===== src/core/dpas_pkg.sv =====
// Shared constants, types and helpers of the data processing ALU and shifter.
package dpas_pkg;

   // Instruction field positions.
   localparam int IMM_SEL_BIT   = 25;
   localparam int OPC_HI        = 24;
   localparam int OPC_LO        = 21;
   localparam int SET_FLAGS_BIT = 20;
   localparam int RN_HI         = 19;
   localparam int RN_LO         = 16;
   localparam int RD_HI         = 15;
   localparam int RD_LO         = 12;
   localparam int ROT_HI        = 11;
   localparam int ROT_LO        = 8;
   localparam int SAMT_HI       = 11;
   localparam int SAMT_LO       = 7;
   localparam int MUL_MARK_BIT  = 7;
   localparam int STYPE_HI      = 6;
   localparam int STYPE_LO      = 5;
   localparam int REG_SHIFT_BIT = 4;
   localparam int RM_HI         = 3;
   localparam int RM_LO         = 0;
   localparam int IMM8_HI       = 7;

   // Status word flag positions.
   localparam int FLAG_N = 31;
   localparam int FLAG_Z = 30;
   localparam int FLAG_C = 29;
   localparam int FLAG_V = 28;

   localparam logic [3:0]  PC_IDX        = 4'hf;
   localparam logic [31:0] PC_OFS_IMM    = 32'h0000_0008;
   localparam logic [31:0] PC_OFS_REG    = 32'h0000_000c;
   localparam logic [7:0]  SHIFT_FULL    = 8'h20;
   localparam logic [1:0]  REFILL_CYCLES = 2'h2;
   localparam logic [31:0] CSW_RESET     = 32'h0000_00d3;
   localparam logic [31:0] SSW_RESET     = 32'h0000_0000;

   // Register port map.
   localparam logic [7:0] REG_CSW    = 8'h00;
   localparam logic [7:0] REG_SSW    = 8'h04;
   localparam logic [7:0] REG_RESULT = 8'h08;
   localparam logic [7:0] REG_STATE  = 8'h0c;

   typedef enum logic [3:0] {
      OP_CONJ            = 4'h0, OP_XDISJ           = 4'h1,
      OP_DIFF            = 4'h2, OP_REV_DIFF        = 4'h3,
      OP_SUM             = 4'h4, OP_SUM_CARRY       = 4'h5,
      OP_DIFF_BORROW     = 4'h6, OP_REV_DIFF_BORROW = 4'h7,
      OP_TEST_CONJ       = 4'h8, OP_TEST_EQUIV      = 4'h9,
      OP_CMP_DIFF        = 4'ha, OP_CMP_SUM         = 4'hb,
      OP_INCL_DISJ       = 4'hc, OP_PASS_TWO        = 4'hd,
      OP_BIT_CLEAR       = 4'he, OP_INVERT_TWO      = 4'hf
   } dpas_op_type;

   typedef enum logic [1:0] {
      SH_LOGICAL_LEFT    = 2'h0,
      SH_LOGICAL_RIGHT   = 2'h1,
      SH_SIGN_FILL_RIGHT = 2'h2,
      SH_ROTATE_RIGHT    = 2'h3
   } dpas_shift_type;

   typedef enum logic [1:0] {
      S_IDLE   = 2'h0,
      S_SHIFT  = 2'h1,
      S_EXEC   = 2'h2,
      S_REFILL = 2'h3
   } dpas_state_type;

   function automatic logic [31:0] ror32(input logic [31:0] v, input logic [4:0] n);
      logic [63:0] t;
      t = {v, v} >> n;
      return t[31:0];
   endfunction

endpackage


===== src/core/dpas_core.sv =====
// Data processing unit: operand selection, ALU, flag update and status word.
//
// Summary of operation
// - Act only when the condition check passes.
// - First operand register; select shifted register or immediate.
// - Arithmetic opcodes 0010 to 0111 as specified.
// - Logical opcodes as specified, op1 sometimes ignored.
// - Opcodes 1000-1011 only set flags; with destination 15 the flags bit restores status instead.
// - Logical flag update keeps overflow, sets zero/negative.
// - Logical carry is shifter carry.
// - Arithmetic overflow flag from signed overflow.
// - Arithmetic carry, zero, negative from ALU.
// - Immediate shift amount is five bits.
// - Immediate left shift zero passes source, old carry.
// - Immediate right shift zero means shift 32.
// - Sign fill shift; zero amount means 32.
// - Rotate amount zero is rotate through carry.
// - Register amount uses lowest byte only.
// - Register amount zero passes source, old carry.
// - Logical shifts by 32 and beyond as specified.
// - Sign fill and rotate beyond 31 as specified.
// - Bit 7 set with register shift is not ours.
// - Immediate is eight bits rotated by twice field.
// - Destination counter gets result; flags bit restores status.
// - Counter operand reads address plus 8 or 12.
`timescale 1ns/10ps
module dpas_core
   import dpas_pkg::*;
(
   // Clock and reset
   input  wire logic        core_clk,
   input  wire logic        rst_b,
   // Instruction issue from the decoder
   input  wire logic        instr_valid,
   input  wire logic [31:0] instr,
   input  wire logic [31:0] instr_addr,
   input  wire logic        cond_pass,
   // Register bank read values
   input  wire logic [31:0] first_operand_val,
   input  wire logic [31:0] shift_source_val,
   input  wire logic [31:0] shift_amount_val,
   // Results to the register bank and decoder
   output logic             rd_we,
   output logic [3:0]       rd_idx,
   output logic [31:0]      rd_data,
   output logic             pc_we,
   output logic [31:0]      pc_data,
   output logic             done,
   output logic             undef,
   output logic             busy,
   output logic [31:0]      current_status_word,
   // Register port
   input  wire logic [7:0]  reg_addr,
   input  wire logic [31:0] reg_wdata,
   input  wire logic        reg_we,
   input  wire logic        reg_re,
   output logic [31:0]      reg_rdata
);

   logic [1:0]     rst_sync_r;
   wire            rst_n;
   dpas_state_type state_r;
   dpas_state_type state_nxt;
   logic [31:0]    instr_r;
   logic [31:0]    addr_r;
   logic           cond_r;
   logic [31:0]    op1_r;
   logic [31:0]    src_r;
   logic [31:0]    amt_r;
   logic [1:0]     refill_r;
   logic [31:0]    csw_r;
   logic [31:0]    csw_nxt;
   logic [31:0]    ssw_r;
   logic [31:0]    result_r;
   logic           skipped_r;
   logic           rd_we_r;
   logic [3:0]     rd_idx_r;
   logic [31:0]    rd_data_r;
   logic           pc_we_r;
   logic [31:0]    pc_data_r;
   logic           done_r;
   logic           undef_r;
   logic           busy_r;
   logic [31:0]    reg_rdata_r;

   // Reset is released through two flip-flops.
   always_ff @(posedge core_clk or negedge rst_b) begin
      if (!rst_b) begin
         rst_sync_r <= 2'h0;
      end else begin
         rst_sync_r <= {rst_sync_r[0], 1'b1};
      end
   end
   assign rst_n = rst_sync_r[1];

   // Instruction decode from the captured word; in_reg_sh decodes the incoming word.
   wire            accept    = (state_r == S_IDLE) && instr_valid;
   wire            imm_sel   = instr_r[IMM_SEL_BIT];
   wire            set_flags = instr_r[SET_FLAGS_BIT];
   wire            reg_shift = !imm_sel && instr_r[REG_SHIFT_BIT];
   wire            in_reg_sh = !instr[IMM_SEL_BIT] && instr[REG_SHIFT_BIT];
   wire            not_ours  = reg_shift && instr_r[MUL_MARK_BIT];
   wire dpas_op_type opc     = dpas_op_type'(instr_r[OPC_HI:OPC_LO]);
   wire [3:0]      rn        = instr_r[RN_HI:RN_LO];
   wire [3:0]      rd        = instr_r[RD_HI:RD_LO];
   wire [3:0]      rm        = instr_r[RM_HI:RM_LO];
   wire            is_test   = (instr_r[OPC_HI:OPC_HI-1] == 2'b10);
   wire            is_arith  = (opc inside {[OP_DIFF:OP_REV_DIFF_BORROW], OP_CMP_DIFF, OP_CMP_SUM});
   wire            old_c     = csw_r[FLAG_C];

   // The counter reads ahead by the prefetch depth, one word more with a register amount.
   wire [31:0] pc_val = addr_r + (reg_shift ? PC_OFS_REG : PC_OFS_IMM);
   wire [31:0] op1    = (rn == PC_IDX) ? pc_val : op1_r;
   wire [31:0] src    = (rm == PC_IDX) ? pc_val : src_r;

   // Immediate second operand: byte rotated right by twice the rotate field.
   wire [4:0]  imm_rot = {instr_r[ROT_HI:ROT_LO], 1'b0};
   wire [31:0] imm_val = ror32({24'h0, instr_r[IMM8_HI:0]}, imm_rot);
   wire        imm_c   = (imm_rot == 5'h00) ? old_c : imm_val[31];

   wire [31:0] sh_res;
   wire        sh_c;
   wire [7:0]  sh_amt = reg_shift ? amt_r[7:0] : {3'h0, instr_r[SAMT_HI:SAMT_LO]};

   dpas_shifter u_shifter (
      .src        (src),
      .amount     (sh_amt),
      .kind       (dpas_shift_type'(instr_r[STYPE_HI:STYPE_LO])),
      .reg_amount (reg_shift),
      .carry_in   (old_c),
      .result     (sh_res),
      .carry_out  (sh_c)
   );

   wire [31:0] op2   = imm_sel ? imm_val : sh_res;
   wire        op2_c = imm_sel ? imm_c : sh_c;

   logic [31:0] logic_res;
   logic [31:0] add_a;
   logic [31:0] add_b;
   logic        add_cin;
   wire  [32:0] sum = {1'b0, add_a} + {1'b0, add_b} + {32'h0, add_cin};

   always_comb begin
      add_a   = op1;
      add_b   = ~op2;
      add_cin   = 1'b1;
      logic_res = 32'h0;
      unique case (opc)
         OP_CONJ, OP_TEST_CONJ:   logic_res = op1 & op2;
         OP_XDISJ, OP_TEST_EQUIV: logic_res = op1 ^ op2;
         OP_INCL_DISJ:            logic_res = op1 | op2;
         OP_PASS_TWO:             logic_res = op2;
         OP_BIT_CLEAR:            logic_res = op1 & ~op2;
         OP_INVERT_TWO:           logic_res = ~op2;
         OP_DIFF, OP_CMP_DIFF: begin
         end
         OP_REV_DIFF: begin
            add_a = op2;
            add_b = ~op1;
         end
         OP_SUM, OP_CMP_SUM: begin
            add_b   = op2;
            add_cin = 1'b0;
         end
         OP_SUM_CARRY: begin
            add_b   = op2;
            add_cin = old_c;
         end
         OP_DIFF_BORROW: begin
            add_cin = old_c;
         end
         OP_REV_DIFF_BORROW: begin
            add_a   = op2;
            add_b   = ~op1;
            add_cin = old_c;
         end
      endcase
   end

   wire [31:0] alu_res = is_arith ? sum[31:0] : logic_res;
   wire       res_zero = (alu_res == 32'h0);
   wire       ovf      = (add_a[31] == add_b[31]) && (sum[31] != add_a[31]);
   wire [3:0] flags_nxt = is_arith ?
                          {alu_res[31], res_zero, sum[32], ovf} :
                          {alu_res[31], res_zero, op2_c, csw_r[FLAG_V]};

   // Execute only in the execution cycle, with a passing condition.
   wire act       = (state_r == S_EXEC) && cond_r && !not_ours;
   wire writes_pc = act && !is_test && (rd == PC_IDX);
   wire writes_rd = act && !is_test && (rd != PC_IDX);
   wire restore   = act && set_flags && (rd == PC_IDX);

   // Hardware flag updates win over a software write in the same cycle.
   always_comb begin
      csw_nxt = csw_r;
      if (restore) begin
         csw_nxt = ssw_r;
      end else if (act && set_flags) begin
         csw_nxt[FLAG_N:FLAG_V] = flags_nxt;
      end else if (reg_we && (reg_addr == REG_CSW)) begin
         csw_nxt = reg_wdata;
      end
   end

   always_comb begin
      state_nxt = state_r;
      unique case (state_r)
         S_IDLE:   if (instr_valid) state_nxt = in_reg_sh ? S_SHIFT : S_EXEC;
         S_SHIFT:  state_nxt = S_EXEC;
         S_EXEC:   state_nxt = writes_pc ? S_REFILL : S_IDLE;
         S_REFILL: if (refill_r == 2'h1) state_nxt = S_IDLE;
      endcase
   end

   // Operands are held for the whole instruction so the bank may move on.
   always_ff @(posedge core_clk or negedge rst_n) begin
      if (!rst_n) begin
         instr_r <= 32'h0;
         addr_r  <= 32'h0;
         cond_r  <= 1'b0;
         op1_r   <= 32'h0;
         src_r   <= 32'h0;
         amt_r   <= 32'h0;
      end else if (accept) begin
         instr_r <= instr;
         addr_r  <= instr_addr;
         cond_r  <= cond_pass;
         op1_r   <= first_operand_val;
         src_r   <= shift_source_val;
         amt_r   <= shift_amount_val;
      end
   end

   always_ff @(posedge core_clk or negedge rst_n) begin
      if (!rst_n) begin
         state_r  <= S_IDLE;
         refill_r <= 2'h0;
         busy_r   <= 1'b0;
         done_r   <= 1'b0;
      end else begin
         state_r  <= state_nxt;
         refill_r <= writes_pc ? REFILL_CYCLES : refill_r - 2'h1;
         busy_r   <= (state_nxt != S_IDLE);
         done_r   <= (state_r != S_IDLE) && (state_nxt == S_IDLE);
      end
   end

   always_ff @(posedge core_clk or negedge rst_n) begin
      if (!rst_n) begin
         rd_we_r   <= 1'b0;
         rd_idx_r  <= 4'h0;
         rd_data_r <= 32'h0;
         pc_we_r   <= 1'b0;
         pc_data_r <= 32'h0;
         undef_r   <= 1'b0;
      end else begin
         rd_we_r   <= writes_rd;
         rd_idx_r  <= (state_r == S_EXEC) ? rd : rd_idx_r;
         rd_data_r <= (state_r == S_EXEC) ? alu_res : rd_data_r;
         pc_we_r   <= writes_pc;
         pc_data_r <= writes_pc ? alu_res : pc_data_r;
         undef_r   <= (state_r == S_EXEC) && not_ours;
      end
   end

   always_ff @(posedge core_clk or negedge rst_n) begin
      if (!rst_n) begin
         csw_r     <= CSW_RESET;
         ssw_r     <= SSW_RESET;
         result_r  <= 32'h0;
         skipped_r <= 1'b0;
      end else begin
         csw_r     <= csw_nxt;
         ssw_r     <= (reg_we && (reg_addr == REG_SSW)) ? reg_wdata : ssw_r;
         result_r  <= act ? alu_res : result_r;
         skipped_r <= (state_r == S_EXEC) ? !act : skipped_r;
      end
   end

   // Read data stand for one cycle only; unmapped addresses read zero.
   wire [31:0] rd_mux = (reg_addr == REG_CSW)    ? csw_r :
                        (reg_addr == REG_SSW)    ? ssw_r :
                        (reg_addr == REG_RESULT) ? result_r :
                        (reg_addr == REG_STATE)  ? {29'h0, undef_r, skipped_r, busy_r} :
                        32'h0;

   always_ff @(posedge core_clk or negedge rst_n) begin
      if (!rst_n) begin
         reg_rdata_r <= 32'h0;
      end else begin
         reg_rdata_r <= reg_re ? rd_mux : 32'h0;
      end
   end

   assign rd_we               = rd_we_r;
   assign rd_idx              = rd_idx_r;
   assign rd_data             = rd_data_r;
   assign pc_we               = pc_we_r;
   assign pc_data             = pc_data_r;
   assign done                = done_r;
   assign undef               = undef_r;
   assign busy                = busy_r;
   assign current_status_word = csw_r;
   assign reg_rdata           = reg_rdata_r;

   // Checks.
   property p_cond_fail_quiet;
      @(posedge core_clk) disable iff (!rst_n)
      (state_r == S_EXEC && !cond_r) |=> (!rd_we && !pc_we && done && $stable(csw_r[31:28]));
   endproperty
   a_cond_fail_quiet: assert property (p_cond_fail_quiet)
      else $error("Failed condition still had an effect.");

   property p_test_no_write;
      @(posedge core_clk) disable iff (!rst_n)
      (state_r == S_EXEC && is_test) |=> !rd_we && !pc_we;
   endproperty
   a_test_no_write: assert property (p_test_no_write)
      else $error("Test opcode wrote a register.");

   property p_logic_v_kept;
      @(posedge core_clk) disable iff (!rst_n)
      (act && set_flags && !is_arith && rd != PC_IDX)
         |=> csw_r[FLAG_V] == $past(csw_r[FLAG_V]) && csw_r[FLAG_Z] == $past(res_zero);
   endproperty
   a_logic_v_kept: assert property (p_logic_v_kept)
      else $error("Logical flag update wrong.");

   property p_lsl0_carry;
      @(posedge core_clk) disable iff (!rst_n)
      (act && set_flags && !is_arith && rd != PC_IDX && !imm_sel && !reg_shift &&
       instr_r[SAMT_HI:STYPE_LO] == 7'h00) |=> $stable(csw_r[FLAG_C]);
   endproperty
   a_lsl0_carry: assert property (p_lsl0_carry)
      else $error("Zero left shift changed carry.");

   property p_arith_flags;
      @(posedge core_clk) disable iff (!rst_n)
      (act && set_flags && is_arith && rd != PC_IDX)
         |=> csw_r[FLAG_N] == $past(sum[31]) && csw_r[FLAG_C] == $past(sum[32]);
   endproperty
   a_arith_flags: assert property (p_arith_flags)
      else $error("Arithmetic flags wrong.");

   property p_lsr32;
      @(posedge core_clk) disable iff (!rst_n)
      (!imm_sel && !reg_shift && instr_r[SAMT_HI:STYPE_LO] == 7'h01)
         |-> sh_res == 32'h0 && sh_c == src[31];
   endproperty
   a_lsr32: assert property (p_lsr32)
      else $error("Encoded right shift by 32 wrong.");

   property p_restore;
      @(posedge core_clk) disable iff (!rst_n)
      (restore && !is_test) |=> pc_we && csw_r == $past(ssw_r) ##1 !pc_we;
   endproperty
   a_restore: assert property (p_restore)
      else $error("Status word not restored with counter write.");

   property p_pc_offset;
      @(posedge core_clk) disable iff (!rst_n)
      (state_r == S_EXEC && rn == PC_IDX) |-> op1 == addr_r + (reg_shift ? 32'hc : 32'h8);
   endproperty
   a_pc_offset: assert property (p_pc_offset)
      else $error("Counter operand offset wrong.");

   property p_not_ours;
      @(posedge core_clk) disable iff (!rst_n)
      (accept && !instr[IMM_SEL_BIT] && instr[REG_SHIFT_BIT] && instr[MUL_MARK_BIT])
         |-> ##3 (undef && done && !rd_we && !pc_we);
   endproperty
   a_not_ours: assert property (p_not_ours)
      else $error("Register shift with bit 7 set was executed.");

endmodule


===== src/core/dpas_shifter.sv =====
// Barrel shifter for the second operand, immediate and register amounts.
`timescale 1ns/10ps
module dpas_shifter
   import dpas_pkg::*;
(
   // Operand and control
   input  wire logic [31:0]   src,
   input  wire logic [7:0]    amount,
   input  wire dpas_shift_type kind,
   input  wire logic          reg_amount,
   input  wire logic          carry_in,
   // Result
   output logic [31:0]        result,
   output logic               carry_out
);

   wire               imm_zero;
   wire               ext_rot;
   wire        [7:0]  eff;
   wire        [5:0]  asr_amt;
   wire        [32:0] lsl_w;
   wire        [32:0] lsr_w;
   wire signed [32:0] asr_w;
   wire        [31:0] ror_w;

   // A zero immediate amount stands for a full 32-bit shift on the two right shifts; on the rotate it means rotate through carry.
   assign imm_zero = !reg_amount && (amount[4:0] == 5'h00);
   assign ext_rot  = imm_zero && (kind == SH_ROTATE_RIGHT);
   assign eff      = reg_amount ? amount :
                     imm_zero ? ((kind == SH_LOGICAL_LEFT) ? 8'h00 : SHIFT_FULL) :
                     {3'h0, amount[4:0]};
   assign asr_amt  = (eff > SHIFT_FULL) ? SHIFT_FULL[5:0] : eff[5:0];
   // The spare 33rd bit catches the last bit shifted out, which is the carry.
   assign lsl_w    = {1'b0, src} << eff;
   assign lsr_w    = {src, 1'b0} >> eff;
   assign asr_w    = $signed({src, 1'b0}) >>> asr_amt;
   assign ror_w    = ror32(src, eff[4:0]);

   always_comb begin
      result    = src;
      carry_out = carry_in;
      if (ext_rot) begin
         result    = {carry_in, src[31:1]};
         carry_out = src[0];
      end else if (eff != 8'h00) begin
         unique case (kind)
            SH_LOGICAL_LEFT: begin
               result    = lsl_w[31:0];
               carry_out = lsl_w[32];
            end
            SH_LOGICAL_RIGHT: begin
               result    = lsr_w[32:1];
               carry_out = lsr_w[0];
            end
            SH_SIGN_FILL_RIGHT: begin
               result    = asr_w[32:1];
               carry_out = asr_w[0];
            end
            SH_ROTATE_RIGHT: begin
               result    = ror_w;
               carry_out = ror_w[31];
            end
         endcase
      end
      // Amount zero leaves the defaults: source unchanged, old carry.
   end

endmodule


===== config.mk =====
export PLATFORM = sky130hd
export DESIGN_NAME = dpas_core
export DESIGN_NICKNAME = d
export VERILOG_FILES = /design/src/core/dpas_pkg.sv /design/src/core/dpas_core.sv /design/src/core/dpas_shifter.sv
export SDC_FILE = /design/constraint.sdc
export NUM_CORES = 1
export LEC_CHECK = 0
export ABC_AREA = 1
export BUFFER_PORTS_ARGS = -buffer_cell sky130_fd_sc_hd__buf_4
export CORE_MARGIN = 2
export CORE_UTILIZATION = 60
export CTS_CLUSTER_SIZE = 20
export DETAILED_ROUTE_END_ITERATION = 7
export HOLD_SLACK_MARGIN = 0.02
export PLACE_DENSITY_LB_ADDON = 0.1
export REMOVE_ABC_BUFFERS = 1
export SETUP_SLACK_MARGIN = 0.15
export SKIP_LAST_GASP = 1
export SLEW_MARGIN = 20
export SYNTH_ARGS = -nofsm -noshare
export SYNTH_HDL_FRONTEND = slang
export SYNTH_SLANG_ARGS = --single-unit

===== constraint.sdc =====
create_clock -name core_clk -period 12.3 [get_ports core_clk]
set_input_delay 1.23 -clock core_clk [delete_from_list [all_inputs] [get_ports core_clk]]
set_output_delay 1.23 -clock core_clk [all_outputs]
set_load 0.01 [all_outputs]

Word-level counts from Yosys, hierarchy flattened
Index checks and enable logic that the tools add are counted.
{ "op_classes": {"addsub": 4, "magnitude_cmp": 3, "n_eq_ne": 35, "shifts": 5, "mux": 38, "bitwise_logic": 6, "n_reduce_logical": 48} }
{ "op_table": {"columns": ["cell", "count"], "rows": [
  ["$mux W32", 13],
  ["$pmux W32 S6", 1],
  ["$pmux W32 S4", 1],
  ["$and A32 B32 Y32", 2],
  ["$not A32 Y32", 2],
  ["$pmux W32 S2", 1],
  ["$shr A64 B5 Y32", 1],
  ["$eq A4 B4 Y1 const B", 11],
  ["$shr A40 B5 Y32", 1],
  ["$add A32 B32 Y33", 1],
  ["$add A33 B1 Y33", 1],
  ["$shl A32 B8 Y33", 1],
  ["$shr A33 B8 Y33", 1],
  ["$sshr A33 B6 Y33", 1],
  ["$add A32 B4 Y32", 1],
  ["$logic_not A32 Y1", 1],
  ["$or A32 B32 Y32", 1],
  ["$xor A32 B32 Y32", 1],
  ["$mux W28", 1],
  ["$mux W8", 3],
  ["$logic_and A1 B1 Y1", 19],
  ["$eq A4 B3 Y1 const B", 4],
  ["$eq A8 B4 Y1 const B", 2],
  ["$mux W2", 6],
  ["35 further kinds", 62]
]} }
{ "word_totals": {"reg_bits": 339, "out_inout_bits": 137, "elab_cells": 164} }

Longest topological paths before layout
{ "depth": {"ltp_word": 23, "mapped_depth": 57} }

By module
From an unflattened synthesis, not the netlist that was laid out.
{ "hier_totals": {"hier_cells": 4725, "area_unflattened_um2": 28611.2} }
{ "by_module_without_submodules": {"columns": ["mod", "instances", "cells_each", "area_per_inst_um2", "seq_area_each_um2"], "rows": [
  ["dpas_core", 1, 3167, 21316.7, 8489.4],
  ["dpas_shifter", 1, 1558, 7294.5, 0.0]
]} }

Worst setup path before layout
OpenSTA, ideal clock, no wires.
{ "synth_path": {"path_kind": "flip-flop to flip-flop", "from": "register instr_r[4]", "to": "register csw_r[30] (netlist: current_status_word[30])", "setup_time_ns": 0.077, "arrival_time_ns": 6.073, "path_slack_ns": 6.150, "stages_incl_launch_ff": 55, "cell_sequence": "dfrtp_1 > inv_2 > nor2_4 > ha_1 > inv_1 > ha_1 > inv_1 > nand3_1 > nor2_1 > nand2_1 > nand3_1 > nand2_1 > inv_1 > nand2_1 > nand2_1 > inv_1 > o21ai_0 > nand2_1 > [19 not listed] > nand2_1 > nand2_1 > nand3_1 > nand2_1 > a31oi_1 > inv_1 > a21oi_1 > o21ai_0 > inv_1 > o21ai_0 > xor2_1 > nand2_1 > nand3_1 > nor2_1 > nand2_1 > nor2_1 > nand2_1 > a21oi_1"} }
{ "synth_between": {"elab_chain_cells": 21} }
{ "synth_lines": {"columns": ["item", "line", "source"], "rows": [
  ["start, declared", "dpas_core.sv:64", "logic [31:0] instr_r;"],
  ["start signal, assigned", "dpas_core.sv:226", "instr_r <= instr;"],
  ["$logic_and A1 B1 Y1", "dpas_core.sv:100", "wire reg_shift = !imm_sel && instr_r[REG_SHIFT_BIT];"],
  ["$mux W8", "dpas_core.sv:123", "wire [7:0] sh_amt = reg_shift ? amt_r[7:0] : {3'h0, instr_r[SAMT_HI:SAMT_LO]};"],
  ["$logic_not A5 Y1", "dpas_shifter.sv:27", "assign imm_zero = !reg_amount && (amount[4:0] == 5'h00);"],
  ["$logic_and A1 B1 Y1", "dpas_shifter.sv:27", null],
  ["$mux W8", "dpas_shifter.sv:30", "imm_zero ? ((kind == SH_LOGICAL_LEFT) ? 8'h00 : SHIFT_FULL) :"],
  ["$mux W8", "dpas_shifter.sv:29", "assign eff = reg_amount ? amount :"],
  ["$gt A8 B6 Y1", "dpas_shifter.sv:32", "assign asr_amt = (eff > SHIFT_FULL) ? SHIFT_FULL[5:0] : eff[5:0];"],
  ["$mux W6", "dpas_shifter.sv:32", null],
  ["[5 not listed]", null, null],
  ["$not A32 Y32", "dpas_core.sv:146, dpas_core.sv:154, dpas_core.sv:155", null],
  ["$pmux W32 S2", "dpas_core.sv:149", "unique case (opc)"],
  ["$add A32 B32 Y33", "dpas_core.sv:142", "wire [32:0] sum = {1'b0, add_a} + {1'b0, add_b} + {32'h0, add_cin};"],
  ["$add A33 B1 Y33", "dpas_core.sv:142", null],
  ["$mux W32", "dpas_core.sv:181", "wire [31:0] alu_res = is_arith ? sum[31:0] : logic_res;"],
  ["$logic_not A32 Y1", "dpas_core.sv:182", "wire res_zero = (alu_res == 32'h0);"],
  ["$mux W4", "dpas_core.sv:199", "end else if (act && set_flags) begin"],
  ["$mux W32", "dpas_core.sv:197", "if (restore) begin"],
  ["end signal, assigned", "dpas_core.sv:274", "csw_r <= csw_nxt;"],
  ["end, declared", "dpas_core.sv:71", "logic [31:0] csw_r;"]
]} }
Parallel ways exist; a longest one is shown, timed or not.
A chain may end at the register's enable or synchronous reset.

Final worst setup path
{ "layout_path": {"from": "register instr_r[25]", "to": "register csw_r[30] (netlist: current_status_word[30])"} }
{ "layout_between": {"elab_chain_cells": 22} }
{ "layout_lines": {"columns": ["item", "line"], "rows": [
  ["$logic_not A1 Y1", "dpas_core.sv:100"],
  ["$logic_and A1 B1 Y1", "dpas_core.sv:100"],
  ["$mux W8", "dpas_core.sv:123"],
  ["$logic_not A5 Y1", "dpas_shifter.sv:27"],
  ["$logic_and A1 B1 Y1", "dpas_shifter.sv:27"],
  ["$mux W8", "dpas_shifter.sv:30"],
  ["$mux W8", "dpas_shifter.sv:29"],
  ["$gt A8 B6 Y1", "dpas_shifter.sv:32"],
  ["[6 not listed]", null],
  ["$not A32 Y32", "dpas_core.sv:146, dpas_core.sv:154, dpas_core.sv:155"],
  ["$pmux W32 S2", "dpas_core.sv:149"],
  ["$add A32 B32 Y33", "dpas_core.sv:142"],
  ["$add A33 B1 Y33", "dpas_core.sv:142"],
  ["$mux W32", "dpas_core.sv:181"],
  ["$logic_not A32 Y1", "dpas_core.sv:182"],
  ["$mux W4", "dpas_core.sv:199"],
  ["$mux W32", "dpas_core.sv:197"]
]} }
Parallel ways exist; a longest one is shown, timed or not.

==> key figures <==
Outcome
  • Status: finished, violations left
  • Violated checks: DRC

Yosys
  • Ys flop type: dfrtp_1
  • Mapped Cells: about 4500
  • Post-synthesis sequential area ratio: 0.304
  • Post-synth EDFFs: 0
  • Post-synth ARST share: 1.00
  • Yosys warnings: 0
  • Syn Area/Cell: between 6 and 7 sq um
  • Synth cell types: 60
  • Mapped Area: ~0.028 sq mm
  • Number of synthesized register bits: 339

Timing
  • Clk_skew: 0.0308 ns
  • Final Cycle Share: 0.760
  • Setup TNS: 0 ns
  • Slew headroom: 0.261
  • RSZ-0062 raised after global routing: no
  • Crit path time final: ~9.3 ns
  • Max Transition Viols Final: 0
  • F_max: ~0.11 GHz
  • Worst Tran Pin Value: ~1.1 ns
  • Fin. Hold Viols: 0
  • Setup-failing EPs final: 0

Worst setup path
  • FF-to-FF End: current_status_word[30]
  • CP max stage delay: ~0.64 ns
  • CP Data Arrival Time: between 9 and 10 ns
  • CP endpoint kind: flop
  • Worst setup path class: flop to flop
  • Path depth of the worst reg2reg path: 45
  • Critical Path Start Type: flop
  • Worst path most repeated cell: nand2_1
  • Reg2reg setup slack: between 2 and 3 ns
  • FF-to-FF Start: instr_r[25]
  • Worst path slowest cell: o21a_2
  • Required @ worst endpoint: between 10 and 15 ns
  • CP max FO: 40

Global route
  • First-pass GRT wire length: ~170 mm
  • Initial antenna violation count: 0
  • Vias in the first global route: around 30000
  • GR Overflow Total: 0
  • Pin count of the biggest net entering global routing: ~120
  • Total global-route track usage: 0.466

Clock tree
  • CTS Sinks: 339
  • Setup bufs post-CTS: 0
  • Hold Buf Count CTS: 0
  • CTS tree: yes
  • Post-CTS Resized: 0
  • CTS clock-pin slew for the worst setup and hold paths: 0.07 ns
  • CTS max path bufs: 3
  • CTS buffer count: 37
  • Worst skew pair latency: between 0.5 and 0.6 ns
  • # H-tree levels: 2
  • Root Buffer: clkbuf_16

Cells and area
  • Finished Layout Cells: approximately 5300
  • Final antenna diode count: 0
  • Fill count: 4208
  • # nets final: around 5000
  • Most frequent cells in the layout: nand2_1, nand3_1, o21ai_0
  • Most common cell after layout, fill and taps aside: nand2_1
  • Multi-input gate area: 0.0169 sq mm
  • Fraction of layout cells with a size suffix above 1: 0.118
  • Area growth, synth to finish: 13.6%
  • FF/Latch Area: roughly 0.0085 sq mm
  • Design area: 0.0317 sq mm

Route
  • Post-route ant nets: 0
  • Iteration-0 DRC Markers: 5249
  • Routed vias/inst: 6.26
  • DRC: 7
  • Router iterations before antenna repair: 8
  • WL final: 116 mm
  • Via Count: 33382
  • WL/cell: around 22 um

Place
  • Placed Area: ~0.030 sq mm
  • Hpwl dp: between 80 and 90 mm
  • Inst Count DP: roughly 5300
  • Port bufs: ~310
  • Placer Congestion: 1.14

Hold path
  • WHS Endpoint: rst_sync_r[1]
  • Tightest Hold Check Type: flop to flop
  • Hold-critical path depth: 0
  • HP Start: rst_sync_r[0]

Pwr
  • Peak VDD IR: ~0.17 mV
  • Pwr dens: roughly 320 mW/mm^2
  • Leakage: approximately 16 nW
  • Net Sw Frac: 0.585
  • Sequential power share: 0.167
  • Combinational share of power: 0.720
  • Overall power: 10.2 mW
  • Clk pwr share: 0.113
  • Psw: 5.97 mW
  • P_int: between 4 and 5 mW

Floorplan
  • Die width: around 220 um
  • Full die area: about 0.048 sq mm
  • Starting density of the core: 0.603
  • Placement row count: 79
  • Core box area: approximately 0.046 sq mm
  • Die H: about 220 um
  • IO Count: approximately 340

Flow run
  • Total of max-cap violations: 0
through the flow:
| step | setup WS (ns) | util | hold slack, ns |
|---|---|---|---|
| floorplan | 2.16 | - | 0.331 |
| global route | 2.35 | 0.685 | 0.359 |
| finish | 2.96 | 0.685 | 0.356 |
| CTS | 3.38 | 0.685 | 0.358 |
| global placement | 3.42 | 0.658 | 0.336 |
| detailed placement | 3.39 | 0.658 | 0.344 |
how the worst max path moves through the flow:
stage                  startpoint                       to  cells past startpoint
finish                instr_r[25]  current_status_word[30]                     45
CTS                   instr_r[25]  current_status_word[30]                     47
detailed placement    instr_r[25]  current_status_word[30]                     47
floorplan           rst_sync_r[1]                addr_r[0]                      0
global route          instr_r[25]  current_status_word[30]                     47
global placement      instr_r[25]  current_status_word[30]                     45
synthesized netlist by cell type, types with 6 or more instances:
master / n / area, sq um
nand2_1: 1609 / 6040
nand3_1: 672 / 3360
o21ai_0: 495 / 2480
inv_1: 385 / 1450
dfrtp_1: 334 / 8360
nor2_1: 232 / 871
clkbuf_1: 160 / 601
a21oi_1: 104 / 521
ha_1: 66 / 826
o211ai_1: 51 / 383
buf_1: 42 / 158
buf_2: 42 / 210
nand4_1: 41 / 257
or2_2: 27 / 169
inv_2: 23 / 86.3
o221ai_1: 21 / 184
o21ai_1: 20 / 100
a31oi_1: 17 / 106
nand2_2: 15 / 93.8
xor2_1: 15 / 131
a221o_1: 14 / 140
nor3_1: 11 / 55.1
o22ai_1: 11 / 68.8
a22o_1: 10 / 87.6
a31o_2: 10 / 87.6
buf_4: 9 / 67.6
nor4_1: 9 / 56.3
nor2_2: 8 / 50.1
a211oi_1: 6 / 45.0
xnor2_1: 6 / 52.6
flip-flops by register name, indices dropped and copies added, names as in the netlist:
| signal | count |
|---|---|
| addr_r | 32 |
| current_status_word | 32 |
| op1_r | 32 |
| pc_data | 32 |
| rd_data | 32 |
| reg_rdata | 32 |
| result_r | 32 |
| src_r | 32 |
| ssw_r | 32 |
| instr_r | 26 |
| amt_r | 8 |
| rd_idx | 4 |
| refill_r | 2 |
| rst_sync_r | 2 |
| state_r | 2 |
| busy | 1 |
| cond_r | 1 |
| done | 1 |
| pc_we | 1 |
| rd_we | 1 |
| skipped_r | 1 |
| undef | 1 |
worst max-delay path, delay by kind of cell (launching register included):
kind / cells / cell delay [ns]
buf+inv: 6 / 1.53
simple gates: 24 / 3.20
flops: 1 / 0.37
fa+ha+maj: 1 / 0.41
compound gates: 14 / 3.70
final cells by class:
cell class | instances | share of cell area
Multi-Input combinational cell | 3534 | 0.532
Sequential cell | 339 | 0.268
Timing Repair Buffer | 368 | 0.0872
Inverter | 415 | 0.0495
Clock buffer | 50 | 0.0330
Tap cell | 607 | 0.0240
Clock inverter | 18 | 0.00675
cell families after synthesis:
group | count (synthesis) | synth area share
AND/OR/NAND/NOR | 2649 | 0.402
AO/OA/AOI/OAI | 793 | 0.160
buffers and inverters | 671 | 0.0943
flip-flops | 339 | 0.304
adder cells (fa/ha/maj) | 68 | 0.0310
XOR/XNOR | 21 | 0.00659
multiplexers | 2 | 0.000807
other | 1 | 0.000134
power by group through the flow:
stage          clock network, mW  logic, mW  registers [mW]
2_1_floorplan                  0       4.55            1.70
3_3_place_gp                   0       6.83            1.69
3_5_place_dp                   0       6.92            1.70
4_1_cts                     1.16       6.97            1.69
5_1_grt                     1.20       7.94            1.73
6_report                    1.15       7.35            1.70
per-layer routing:
metal  track usage  wire length (um)
met1         0.611             43500
met2         0.683             48400
met3         0.133             15600
met4         0.281              8080
met5             0                 0
Power figures use the tool's default switching activity.
